==> config.mk <==
export PLATFORM = sky130hd
export DESIGN_NAME = wiper_end_scale
export DESIGN_NICKNAME = d
export VERILOG_FILES = /design/src/hdl/wiper_pkg.sv /design/src/hdl/step_if.sv /design/src/hdl/button_timer.sv /design/src/hdl/wiper_end_scale.sv
export SDC_FILE = /design/constraint.sdc
export NUM_CORES = 1
export LEC_CHECK = 0
export BUFFER_PORTS_ARGS = -buffer_cell sky130_fd_sc_hd__buf_2
export CAP_MARGIN = 20
export CORE_AREA = 2 2 207 127
export CTS_BUF_LIST = sky130_fd_sc_hd__clkbuf_4 sky130_fd_sc_hd__clkbuf_8 sky130_fd_sc_hd__clkbuf_16
export DETAILED_ROUTE_END_ITERATION = 7
export DIE_AREA = 0 0 209 129
export PLACE_DENSITY = 0.58
export SETUP_SLACK_MARGIN = 0.5
export SYNTH_ARGS = -nofsm -noshare
export SYNTH_HDL_FRONTEND = slang
export SYNTH_SLANG_ARGS = --single-unit
==> constraint.sdc <==
create_clock -name ref_clk_in -period 4 [get_ports ref_clk_in]
set_input_delay 0.4 -clock ref_clk_in [delete_from_list [all_inputs] [get_ports ref_clk_in]]
set_output_delay 0.4 -clock ref_clk_in [all_outputs]
set_load 0.02 [all_outputs]
==> src/hdl/wiper_pkg.sv <==
// package: constants and types for the push button wiper block
package wiper_pkg;
   localparam int unsigned CLK_HZ = 50000000;
   localparam int unsigned DEBOUNCE_MS = 8;
   localparam int unsigned SCAN_START_MS = 1000;
   localparam int unsigned SCAN_STEP_MS = 140;
   localparam int unsigned DEBOUNCE_CYC = (CLK_HZ / 1000) * DEBOUNCE_MS + 1;
   localparam int unsigned SCAN_START_CYC = (CLK_HZ / 1000) * SCAN_START_MS + 1;
   localparam int unsigned SCAN_STEP_CYC = (CLK_HZ / 1000) * SCAN_STEP_MS;
   localparam int unsigned CODE_W = 6;
   localparam int unsigned TAPS = 64;
   localparam logic [5:0] CODE_RESET = 6'h20;
   typedef enum logic [1:0] {POS_CODE, POS_BOTTOM, POS_TOP} pos_t;
endpackage

==> src/hdl/step_if.sv <==
// interface: one debounced step request channel
`timescale 1ns/1ps
interface step_if;
   logic held;
   logic step;
   modport src (output held, output step);
   modport dst (input held, input step);
endinterface

==> src/hdl/button_timer.sv <==
// module: debounce and auto scan timing for one button
`timescale 1ns/1ps
module button_timer #(
   parameter int unsigned DEB_CYC = wiper_pkg::DEBOUNCE_CYC,
   parameter int unsigned START_CYC = wiper_pkg::SCAN_START_CYC,
   parameter int unsigned STEP_CYC = wiper_pkg::SCAN_STEP_CYC
) (
   // clock and reset
   input wire logic ref_clk_in,
   input wire logic arst_n_in,
   // raw button pin
   input wire logic button_in,
   // step requests
   step_if.src req
);
   logic [2:0] sync_r;
   logic level_r;
   logic [31:0] cnt_r;
   logic [31:0] scan_r;
   logic fired_r;
   logic scanning_r;

   // ---------------------------------
   // three stage synchroniser
   // ---------------------------------
   always_ff @(posedge ref_clk_in or negedge arst_n_in) begin
      if (!arst_n_in) begin
         sync_r <= 3'h0;
         level_r <= 1'b0;
      end else begin
         sync_r <= {sync_r[1:0], button_in};
         if (sync_r[1] == sync_r[2]) begin
            level_r <= sync_r[2];
         end
      end
   end

   // ---------------------------------
   // high time counter, cleared on level change
   // ---------------------------------
   always_ff @(posedge ref_clk_in or negedge arst_n_in) begin
      if (!arst_n_in) begin
         cnt_r <= 32'h0;
      end else if (!level_r) begin
         cnt_r <= 32'h0;
      end else if (cnt_r < START_CYC) begin
         cnt_r <= cnt_r + 32'h1;
      end
   end

   always_ff @(posedge ref_clk_in or negedge arst_n_in) begin
      if (!arst_n_in) begin
         fired_r <= 1'b0;
         scanning_r <= 1'b0;
         scan_r <= 32'h0;
      end else if (!level_r) begin
         fired_r <= 1'b0;
         scanning_r <= 1'b0;
         scan_r <= 32'h0;
      end else begin
         if (cnt_r == DEB_CYC) begin
            fired_r <= 1'b1;
         end
         if (cnt_r == START_CYC) begin
            scanning_r <= 1'b1;
         end
         if (scanning_r) begin
            scan_r <= (scan_r == STEP_CYC - 1) ? 32'h0 : scan_r + 32'h1;
         end
      end
   end

   // one step at the debounce mark, then one per scan period
   assign req.step = level_r && ((cnt_r == DEB_CYC) || (scanning_r && scan_r == STEP_CYC - 1));
   assign req.held = level_r && (fired_r || cnt_r == DEB_CYC);
endmodule // button_timer

==> src/hdl/wiper_end_scale.sv <==
// module: wiper code, end scale states and end scale indicator
//
// Behaviour
// - auto save enabled: indicator pin shows end state while a button is held
// - autosave on, end state plus active button drives indicator high
// - indicator drops when buttons released or end is left
// - 6-bit code decoded to one-hot 64 taps
// - bottom and top scale beyond code range
// - higher code moves tap toward A end
// - ignore pulses under 8 ms, step once
// - held over 1 s: step every 140 ms
// - indicator pin sampled at power up, low enables
// - no stepping past bottom or top scale
`timescale 1ns/1ps
module wiper_end_scale #(
   parameter int unsigned DEB_CYC = wiper_pkg::DEBOUNCE_CYC,
   parameter int unsigned START_CYC = wiper_pkg::SCAN_START_CYC,
   parameter int unsigned STEP_CYC = wiper_pkg::SCAN_STEP_CYC
) (
   // clock and reset
   input wire logic ref_clk_in,
   input wire logic arst_n_in,
   // push buttons
   input wire logic step_up_button_in,
   input wire logic step_down_button_in,
   // autosave enable / end scale indicator pin
   input wire logic autosave_enable_indicator_in,
   output logic autosave_enable_indicator_out,
   output logic autosave_enable_indicator_oe_out,
   // wiper state
   output logic [wiper_pkg::CODE_W-1:0] wiper_code_out,
   output logic [wiper_pkg::TAPS-1:0] tap_select_out,
   output logic top_scale_state_out,
   output logic bottom_scale_state_out,
   output logic autosave_enabled_out
);
   step_if up_req ();
   step_if down_req ();
   logic [2:0] ase_sync_r;
   logic [1:0] fill_r;
   logic sampled_r;
   logic autosave_r;
   logic [5:0] wiper_code_register_r;
   logic [5:0] wiper_code_nxt;
   wiper_pkg::pos_t pos_r;
   wiper_pkg::pos_t pos_nxt;
   logic step_up_go;
   logic step_down_go;
   logic any_held;
   logic at_end_nxt;
   logic indicator_r;
   logic [wiper_pkg::TAPS-1:0] tap_r;

   // ---------------------------------
   // button timing
   // ---------------------------------
   // buttons are assumed low at power on
   button_timer #(
      .DEB_CYC(DEB_CYC),
      .START_CYC(START_CYC),
      .STEP_CYC(STEP_CYC)
   ) up_timer (
      .ref_clk_in(ref_clk_in),
      .arst_n_in(arst_n_in),
      .button_in(step_up_button_in),
      .req(up_req.src)
   );
   button_timer #(
      .DEB_CYC(DEB_CYC),
      .START_CYC(START_CYC),
      .STEP_CYC(STEP_CYC)
   ) down_timer (
      .ref_clk_in(ref_clk_in),
      .arst_n_in(arst_n_in),
      .button_in(step_down_button_in),
      .req(down_req.src)
   );

   // ---------------------------------
   // power-up option sampling
   // ---------------------------------
   // fill count keeps synchroniser reset contents from passing as the pin level
   always_ff @(posedge ref_clk_in or negedge arst_n_in) begin
      if (!arst_n_in) begin
         fill_r <= 2'h0;
      end else if (fill_r != 2'h3) begin
         fill_r <= fill_r + 2'h1;
      end
   end

   always_ff @(posedge ref_clk_in or negedge arst_n_in) begin
      if (!arst_n_in) begin
         ase_sync_r <= 3'h0;
      end else begin
         ase_sync_r <= {ase_sync_r[1:0], autosave_enable_indicator_in};
      end
   end

   always_ff @(posedge ref_clk_in or negedge arst_n_in) begin
      if (!arst_n_in) begin
         sampled_r <= 1'b0;
         autosave_r <= 1'b0;
      end else if (!sampled_r && fill_r == 2'h3 && ase_sync_r[1] == ase_sync_r[2]) begin
         sampled_r <= 1'b1;
         autosave_r <= !ase_sync_r[2];
      end
   end

   // ---------------------------------
   // step qualification
   // ---------------------------------
   // opposite requests in one cycle cancel; nothing moves before the option is taken
   always_comb begin
      step_up_go = 1'b0;
      step_down_go = 1'b0;
      if (sampled_r && (up_req.step != down_req.step)) begin
         step_up_go = up_req.step;
         step_down_go = down_req.step;
      end
   end

   always_comb begin
      any_held = up_req.held || down_req.held;
   end

   // ---------------------------------
   // next wiper position
   // ---------------------------------
   always_comb begin
      wiper_code_nxt = wiper_code_register_r;
      pos_nxt = pos_r;
      case (pos_r)
         wiper_pkg::POS_CODE: begin
            if (step_up_go) begin
               if (wiper_code_register_r == 6'h3f) begin
                  pos_nxt = wiper_pkg::POS_TOP;
               end else begin
                  wiper_code_nxt = wiper_code_register_r + 6'h1;
               end
            end else if (step_down_go) begin
               if (wiper_code_register_r == 6'h00) begin
                  pos_nxt = wiper_pkg::POS_BOTTOM;
               end else begin
                  wiper_code_nxt = wiper_code_register_r - 6'h1;
               end
            end
         end
         wiper_pkg::POS_BOTTOM: begin
            if (step_up_go) begin
               pos_nxt = wiper_pkg::POS_CODE;
            end
         end
         wiper_pkg::POS_TOP: begin
            if (step_down_go) begin
               pos_nxt = wiper_pkg::POS_CODE;
            end
         end
         default: begin
            pos_nxt = wiper_pkg::POS_CODE;
         end
      endcase
   end

   // ---------------------------------
   // wiper code and position registers
   // ---------------------------------
   always_ff @(posedge ref_clk_in or negedge arst_n_in) begin
      if (!arst_n_in) begin
         wiper_code_register_r <= wiper_pkg::CODE_RESET;
      end else begin
         wiper_code_register_r <= wiper_code_nxt;
      end
   end

   always_ff @(posedge ref_clk_in or negedge arst_n_in) begin
      if (!arst_n_in) begin
         pos_r <= wiper_pkg::POS_CODE;
      end else begin
         pos_r <= pos_nxt;
      end
   end

   // ---------------------------------
   // end scale indicator
   // ---------------------------------
   // next position used so the pin drops on the edge that leaves the end
   always_comb begin
      at_end_nxt = (pos_nxt != wiper_pkg::POS_CODE);
   end

   always_ff @(posedge ref_clk_in or negedge arst_n_in) begin
      if (!arst_n_in) begin
         indicator_r <= 1'b0;
      end else begin
         // high while autosave enabled, at an end and any button active
         indicator_r <= autosave_r && at_end_nxt && any_held;
      end
   end

   // ---------------------------------
   // tap decode, one flop per tap
   // ---------------------------------
   for (genvar t = 0; t < wiper_pkg::TAPS; t++) begin : g_tap
      always_ff @(posedge ref_clk_in or negedge arst_n_in) begin
         if (!arst_n_in) begin
            tap_r[t] <= 1'b0;
         end else begin
            tap_r[t] <= (wiper_code_register_r == 6'(t));
         end
      end
   end

   // ---------------------------------
   // pin drive
   // ---------------------------------
   assign autosave_enable_indicator_out = indicator_r;
   assign autosave_enable_indicator_oe_out = indicator_r;

   // ---------------------------------
   // status outputs
   // ---------------------------------
   assign wiper_code_out = wiper_code_register_r;
   assign tap_select_out = tap_r;
   assign top_scale_state_out = (pos_r == wiper_pkg::POS_TOP);
   assign bottom_scale_state_out = (pos_r == wiper_pkg::POS_BOTTOM);
   assign autosave_enabled_out = autosave_r;
endmodule // wiper_end_scale

Word level (Yosys, flattened, before mapping)
Index checks and enable logic that the tools add are counted.

word-level totals
  register bits after elaboration = 220
  input port bits = 5
  output and inout port bits = 75
  logic and storage cells = 233

operators by class
  add/subtract/negate cells = 7
  order comparisons = 2
  equality and inequality tests = 87
  multiplexer cells = 31
  reduce and logical (&&, ||, !) cells = 23

operator list
  kind                   count
  $mux 32                10
  $eq 6x6->1 const B     32
  $add 32x1->32 const B  4
  $eq 6x5->1 const B     16
  $eq 32x19->1 const B   2
  $eq 32x23->1 const B   2
  $eq 32x26->1 const B   2
  $lt 32x26->1 const B   2
  $eq 6x4->1 const B     8
  $eq 6x3->1 const B     4
  $mux 6                 4
  $ne 2x2->1 const B     11
  $eq 6x2->1 const B     2
  $mux 2                 6
  $logic_and 1x1->1      11
  $mux 1                 10
  $add 6x1->6 const B    1
  $eq 6x1->1 const B     1
  $logic_not 6->1        1
  $pmux 2 s3             1
  $sub 6x1->6 const B    1
  $logic_or 1x1->1       5
  $eq 2x2->1 const B     2
  $reduce_and 4->1       1
  other kinds (7)        11

Depth between registers and ports, before layout
  depth in word-level cells = 13
  depth in mapped cells = 10

Modules after synthesis
Synthesis repeated with hierarchy kept, for this count alone.

second synthesis, totals
  cells, all modules = 1040
  area total of the unflattened synthesis = 10586.4 µm²

modules (own cells, without submodules)
  module           instances  cells an instance  area an instance (µm²)
  button_timer     2          403                3843.7
  wiper_end_scale  1          234                2899.0

Worst setup path before layout
No wires, ideal clock.

  path kind = reg2reg
  start point = register up_timer.cnt_r[4]
  end point = register wiper_code_register_r[1] (netlist: wiper_code_out[1])
  library setup time = 0.125 ns
  arrival = 2.565 ns
  setup slack = 1.310 ns
  stages on the path, launching flop included = 8
  period minus slack after synthesis = 2.690 ns
  path through = dfrtp_1 or4_4 or3_1 or4_4 a211oi_1 a32o_1 buf_4 mux2_2

between the ends
  cells in the longest elaborated chain, start to end = 8
  elaborated cells on any way between the ends = 12
  those cells by class = eq/ne: 4; mux: 3; reduce/logical: 5

ends and longest elaborated chain
  item                                                       line                    source
  start, declared                                            button_timer.sv:18      logic [31:0] cnt_r;
  start signal, assigned                                     button_timer.sv:47      cnt_r <= cnt_r + 32'h1;
  $eq 32x19->1 *                                             button_timer.sv:74      assign req.step = level_r && ((cnt_r == DEB_CYC) || (scanning_r && scan_r == STEP_CYC - 1));
  $logic_or 1x1->1 *                                         button_timer.sv:74
  $logic_and 1x1->1 *                                        button_timer.sv:74
  $ne 1x1->1                                                 wiper_end_scale.sv:116  if (sampled_r && (up_req.step != down_req.step)) begin
  $logic_and 1x1->1                                          wiper_end_scale.sv:116
  $mux 1                                                     wiper_end_scale.sv:116
  $ne 2x2->1 (no line) or $reduce_bool 2->1 (tied branches)  -
  $reduce_and 4->1 (no line)                                 -
  end signal, assigned                                       wiper_end_scale.sv:169  wiper_code_register_r <= wiper_pkg::CODE_RESET;
  end signal, assigned                                       wiper_end_scale.sv:171  wiper_code_register_r <= wiper_code_nxt;
  end, declared                                              wiper_end_scale.sv:43   logic [5:0] wiper_code_register_r;

Mark *: on every way between the ends. The rest lies on a longest branch, timed or not.
A chain may end at the register's enable or synchronous reset.

Worst setup path in the final report
  start point = register up_timer.scan_r[25]
  end point = register wiper_code_register_r[1] (netlist: wiper_code_out[1])

between the ends
  cells in the longest elaborated chain, start to end = 9
  elaborated cells on any way between the ends = 13
  those cells by class = eq/ne: 4; mux: 3; reduce/logical: 6

ends and longest elaborated chain
  item                                                       line                    source
  start, declared                                            button_timer.sv:19      logic [31:0] scan_r;
  start signal, assigned                                     button_timer.sv:68      scan_r <= (scan_r == STEP_CYC - 1) ? 32'h0 : scan_r + 32'h1;
  $eq 32x23->1 *                                             button_timer.sv:74
  $logic_and 1x1->1 *                                        button_timer.sv:74
  $logic_or 1x1->1 *                                         button_timer.sv:74
  $logic_and 1x1->1 *                                        button_timer.sv:74
  $ne 1x1->1                                                 wiper_end_scale.sv:116
  $logic_and 1x1->1                                          wiper_end_scale.sv:116
  $mux 1                                                     wiper_end_scale.sv:116
  $ne 2x2->1 (no line) or $reduce_bool 2->1 (tied branches)  -
  $reduce_and 4->1 (no line)                                 -

Marks and branches as above.

==> results.txt <==
----------------------------------------------------
[Clock network]
  Total of cells resized after clock tree synthesis ... 0
  Number of clock sinks ... 220
  Clock Latency Late Sink ... around 540 ps
  Clock Tree Buf Depth ... 3
  TritonCTS clock tree ... built
  TritonCTS Buffers ... 23
  H-tree Lvls ... 1
  Library cell used as clock root buffer ... sky130_fd_sc_hd__clkbuf_16
  Clock-pin slew on the worst setup and hold paths ... ~60 ps

[Yosys]
  Register area share after synthesis ... between 50% and 60%
  Number of enable flip-flop cells after synthesis ... 0
  Area share of fa/ha/maj cells after synthesis ... ~1.8%
  Synthesized-area fraction occupied by ao, oa, aoi and oai cells ... under 10%
  Portion of netlist area occupied by mux cells ... less than 1%
  Area leader, netlist ... sky130_fd_sc_hd__dfrtp_1
  Cell area after synthesis ... about 10000 µm²
  Area fraction of the dominant cell type after synthesis ... a little under three fifths
  Warnings, synthesis ... 0
  Post-Synthesis Cells ... approximately 1,000
  Syn_nets ... slightly above 1,000
  Largest family of logic cells by synthesized area ... simple AND/OR/NAND/NOR gates
  Synthesis-stage register bit count ... 220
  Number of distinct library cells after synthesis ... 61
  Post-Synth XOR/XNOR Area ... 7.945%
  Primary FF master, synth ... sky130_fd_sc_hd__dfrtp_1
  Async set or reset register ratio after synthesis ... 100.0%
  Synth Area in Simple Gates ... 25.54%
  Syn avg cell area ... about 9.9 µm²
  Top cells by area in the synthesized netlist ... sky130_fd_sc_hd__dfrtp_1 55%, sky130_fd_sc_hd__nor2_1 7.3%, sky130_fd_sc_hd__xor2_1 4.6%

[Critical path]
  Type of the setup path with the least slack ... flip-flop to flip-flop
  Critical-path top delay cell ... sky130_fd_sc_hd__or4b_2
  Element type at the critical path end ... flip-flop
  Worst-path maximum fanout ... 8
  Crit-path cells ... or4b_2 -> nor4_1 -> nand4_1 -> a211oi_1 -> a32o_1 -> mux2_2
  Critical path arrival ... 3570 ps
  Worst Path Buf+Inv ... 0
  Startpoint kind of the worst setup timing path ... flip-flop
  Required time worst endpoint ... 4420 ps
  Register-to-register path setup slack ... 850 ps
  Category of cells accounting for the largest share of critical-path delay ... simple AND/OR/NAND/NOR gates
  Max stage delay on crit path ... ~650 ps

[STA]
  Min Clock Period, post-route ... 3153 ps
  Peak Freq ... around 320 MHz
  Final hold viol count ... 0
  Final period util ... 78.83%
  Worst clock skew ... approximately 17 ps
  Count of final max-slew check failures ... 0
  Final TNS setup ... 0 ps
  Slew at the pin closest to its max-slew limit ... approximately 900 ps
  Unrepaired setup endpoints after global routing ... no
  Remaining max-slew budget at the tightest pin ... about 38%
  Final setup viols ... 0

[Die]
  Area of the core ... 25,060 µm²
  Height of the chip ... ~130 µm
  Horizontal extent of the die ... roughly 210 µm
  Effective utilization at floorplan ... 39.60%
  Area enclosed by the die boundary ... around 27,000 µm²
  Std-Cell Rows ... 45
  Number of I/O pins ... 80

[Route]
  Vias per cell ... between 5 and 6
  Vias ... ~7,400
  Routed length per placed instance ... between 15 and 20 µm
  Total length of routed wires ... 22,930 µm
  Number of search-and-repair iterations in the first detailed-routing pass ... 5
  Initial DRC count ... approximately 610
  Number of DRC violations after detailed routing ... 0
  Antenna Violating Nets Remaining ... 0

[Global route]
  Grt total ovfl ... 0
  Initial antenna violation count ... 0
  Global-route wire length before repair ... between 30,000 and 40,000 µm
  Pin count of the biggest net entering global routing ... 85
  Vias in the first global route ... roughly 6,900
  Gr usage total ... 17.33%

[Run status]
  Run status ... finished, final reports clean

[Final layout]
  Fill cell instance count of the final layout ... 2,380
  Share of post-route cells with drive strength above 1 ... 14.01%
  Highest-count cells in the layout ignoring fill and taps ... 219 x sky130_fd_sc_hd__dfrtp_1, 193 x sky130_fd_sc_hd__nor2_1, 86 x sky130_fd_sc_hd__nand2_1
  Most common cell after layout, fill and taps aside ... sky130_fd_sc_hd__dfrtp_1
  Post-layout nets ... around 1,100
  Finished Core Util ... 45.99%
  Layout overhead on the synthesized area ... 16.13%
  Number of inserted diodes ... 0

[Job]
  Maxcap violations ... 0

[Pwr]
  Max IR drop VDD ... about 0.27 mV
  Total leakage power ... approximately 5.3 nW
  P per Cell Area ... 399.7 nW/µm²

[Placement]
  PortBufs ... between 70 and 80
  Weighted congestion reported at the end of routability-driven placement ... roughly 0.8
  DPL Wire Length ... around 16,000 µm

[Min path]
  Path class of the lowest-slack min-delay path ... flip-flop to flip-flop

----------------------------------------------------
per-layer routing:
layer | vias to the layer above | part of all wire (%) | track usage, %
met5 | - | 0 | 0
met4 | 0 | 1.7 | 3.697
met3 | 29 | 6.0 | 3.905
met2 | 189 | 38 | 22.57
met1 | 3562 | 54 | 28.47
li1 | 3612 | - | -
kinds of logic after synthesis:
group           after synthesis
xor+xnor                     90
fa+ha+maj                    15
compound gates               97
simple gates                508
buf+inv                      68
mux                           3
flops                       220
Yosys cell counts (all sizes together), types with 16 or more instances:
cell / n
a21oi: 29
and2: 17
and3: 16
clkbuf: 25
dfrtp: 219
inv: 35
nand2: 86
nand3: 44
nand4: 33
nor2: 193
nor3: 19
nor4: 21
o21ai: 25
xnor2: 38
xor2: 52
repair_timing:
item | CTS | global route
hold endpoints to repair | 59 | 0
buffers inserted | 0 | 0
hold buffers | 4 | 0
report_power, final:
| group | leakage (nW) | switching (mW) | internal (mW) |
|---|---|---|---|
| Combinational | 1.92 | 0.130 | 0.0433 |
| Clock | 0.389 | 0.903 | 1.27 |
| Sequential | 3.01 | 0.0185 | 2.24 |
final timing paths:
check | from | endpoint | cells past startpoint
max | up_timer.scan_r[25] | wiper_code_out[1] | 6
min | down_timer.sync_r[0] | down_timer.sync_r[1] | 0
max reg2reg | up_timer.scan_r[25] | wiper_code_out[1] | 6
min reg2reg | down_timer.sync_r[0] | down_timer.sync_r[1] | 0
max in group asynchronous | arst_n_in | down_timer.cnt_r[1] | 3
min in group asynchronous | arst_n_in | tap_select_out[10] | 2
per-stage QoR:
step | cells | hold slack, ps | power [mW] | cell area (µm²) | worst slack (ps)
2_1_floorplan | 1001 | 104.4 | 2.386 | 9922 | 1310
3_3_place_gp | 1388 | 337.2 | 2.475 | 10700 | 933.0
3_5_place_dp | 1388 | 336.3 | 2.476 | 10700 | 833.3
4_1_cts | 1434 | 352.6 | 4.671 | 11510 | 851.1
5_1_grt | 1435 | 363.9 | 4.799 | 11520 | 571.9
6_report | 1435 | 350.3 | 4.606 | 11520 | 846.9
layout make-up:
type / count / area [µm²] / share of cell area, %
repair buffers: 96 / 560.5 / 4.865
flip-flops and latches: 220 / 5507 / 47.79
multi-input cells: 713 / 4140 / 35.93
clock inverters: 7 / 81.33 / 0.7058
clock buffers: 35 / 690.7 / 5.994
well taps: 329 / 411.6 / 3.573
inverters: 35 / 131.4 / 1.140
sequential cells by signal (all words and copies together) (netlist names):
register and flops:
pos_r 2, up_timer.sync_r 3, wiper_code_out 6, up_timer.cnt_r 32, down_timer.sync_r 3, down_timer.scan_r 32, ase_sync_r 3, autosave_enabled_out 1
down_timer.fired_r 1, up_timer.fired_r 1, tap_select_out 64, sampled_r 1, down_timer.cnt_r 32, up_timer.scanning_r 1, fill_r 2, autosave_enable_indicator_oe_out 1
down_timer.level_r 1, up_timer.scan_r 32, up_timer.level_r 1, down_timer.scanning_r 1
Power figures use the tool's default switching activity.
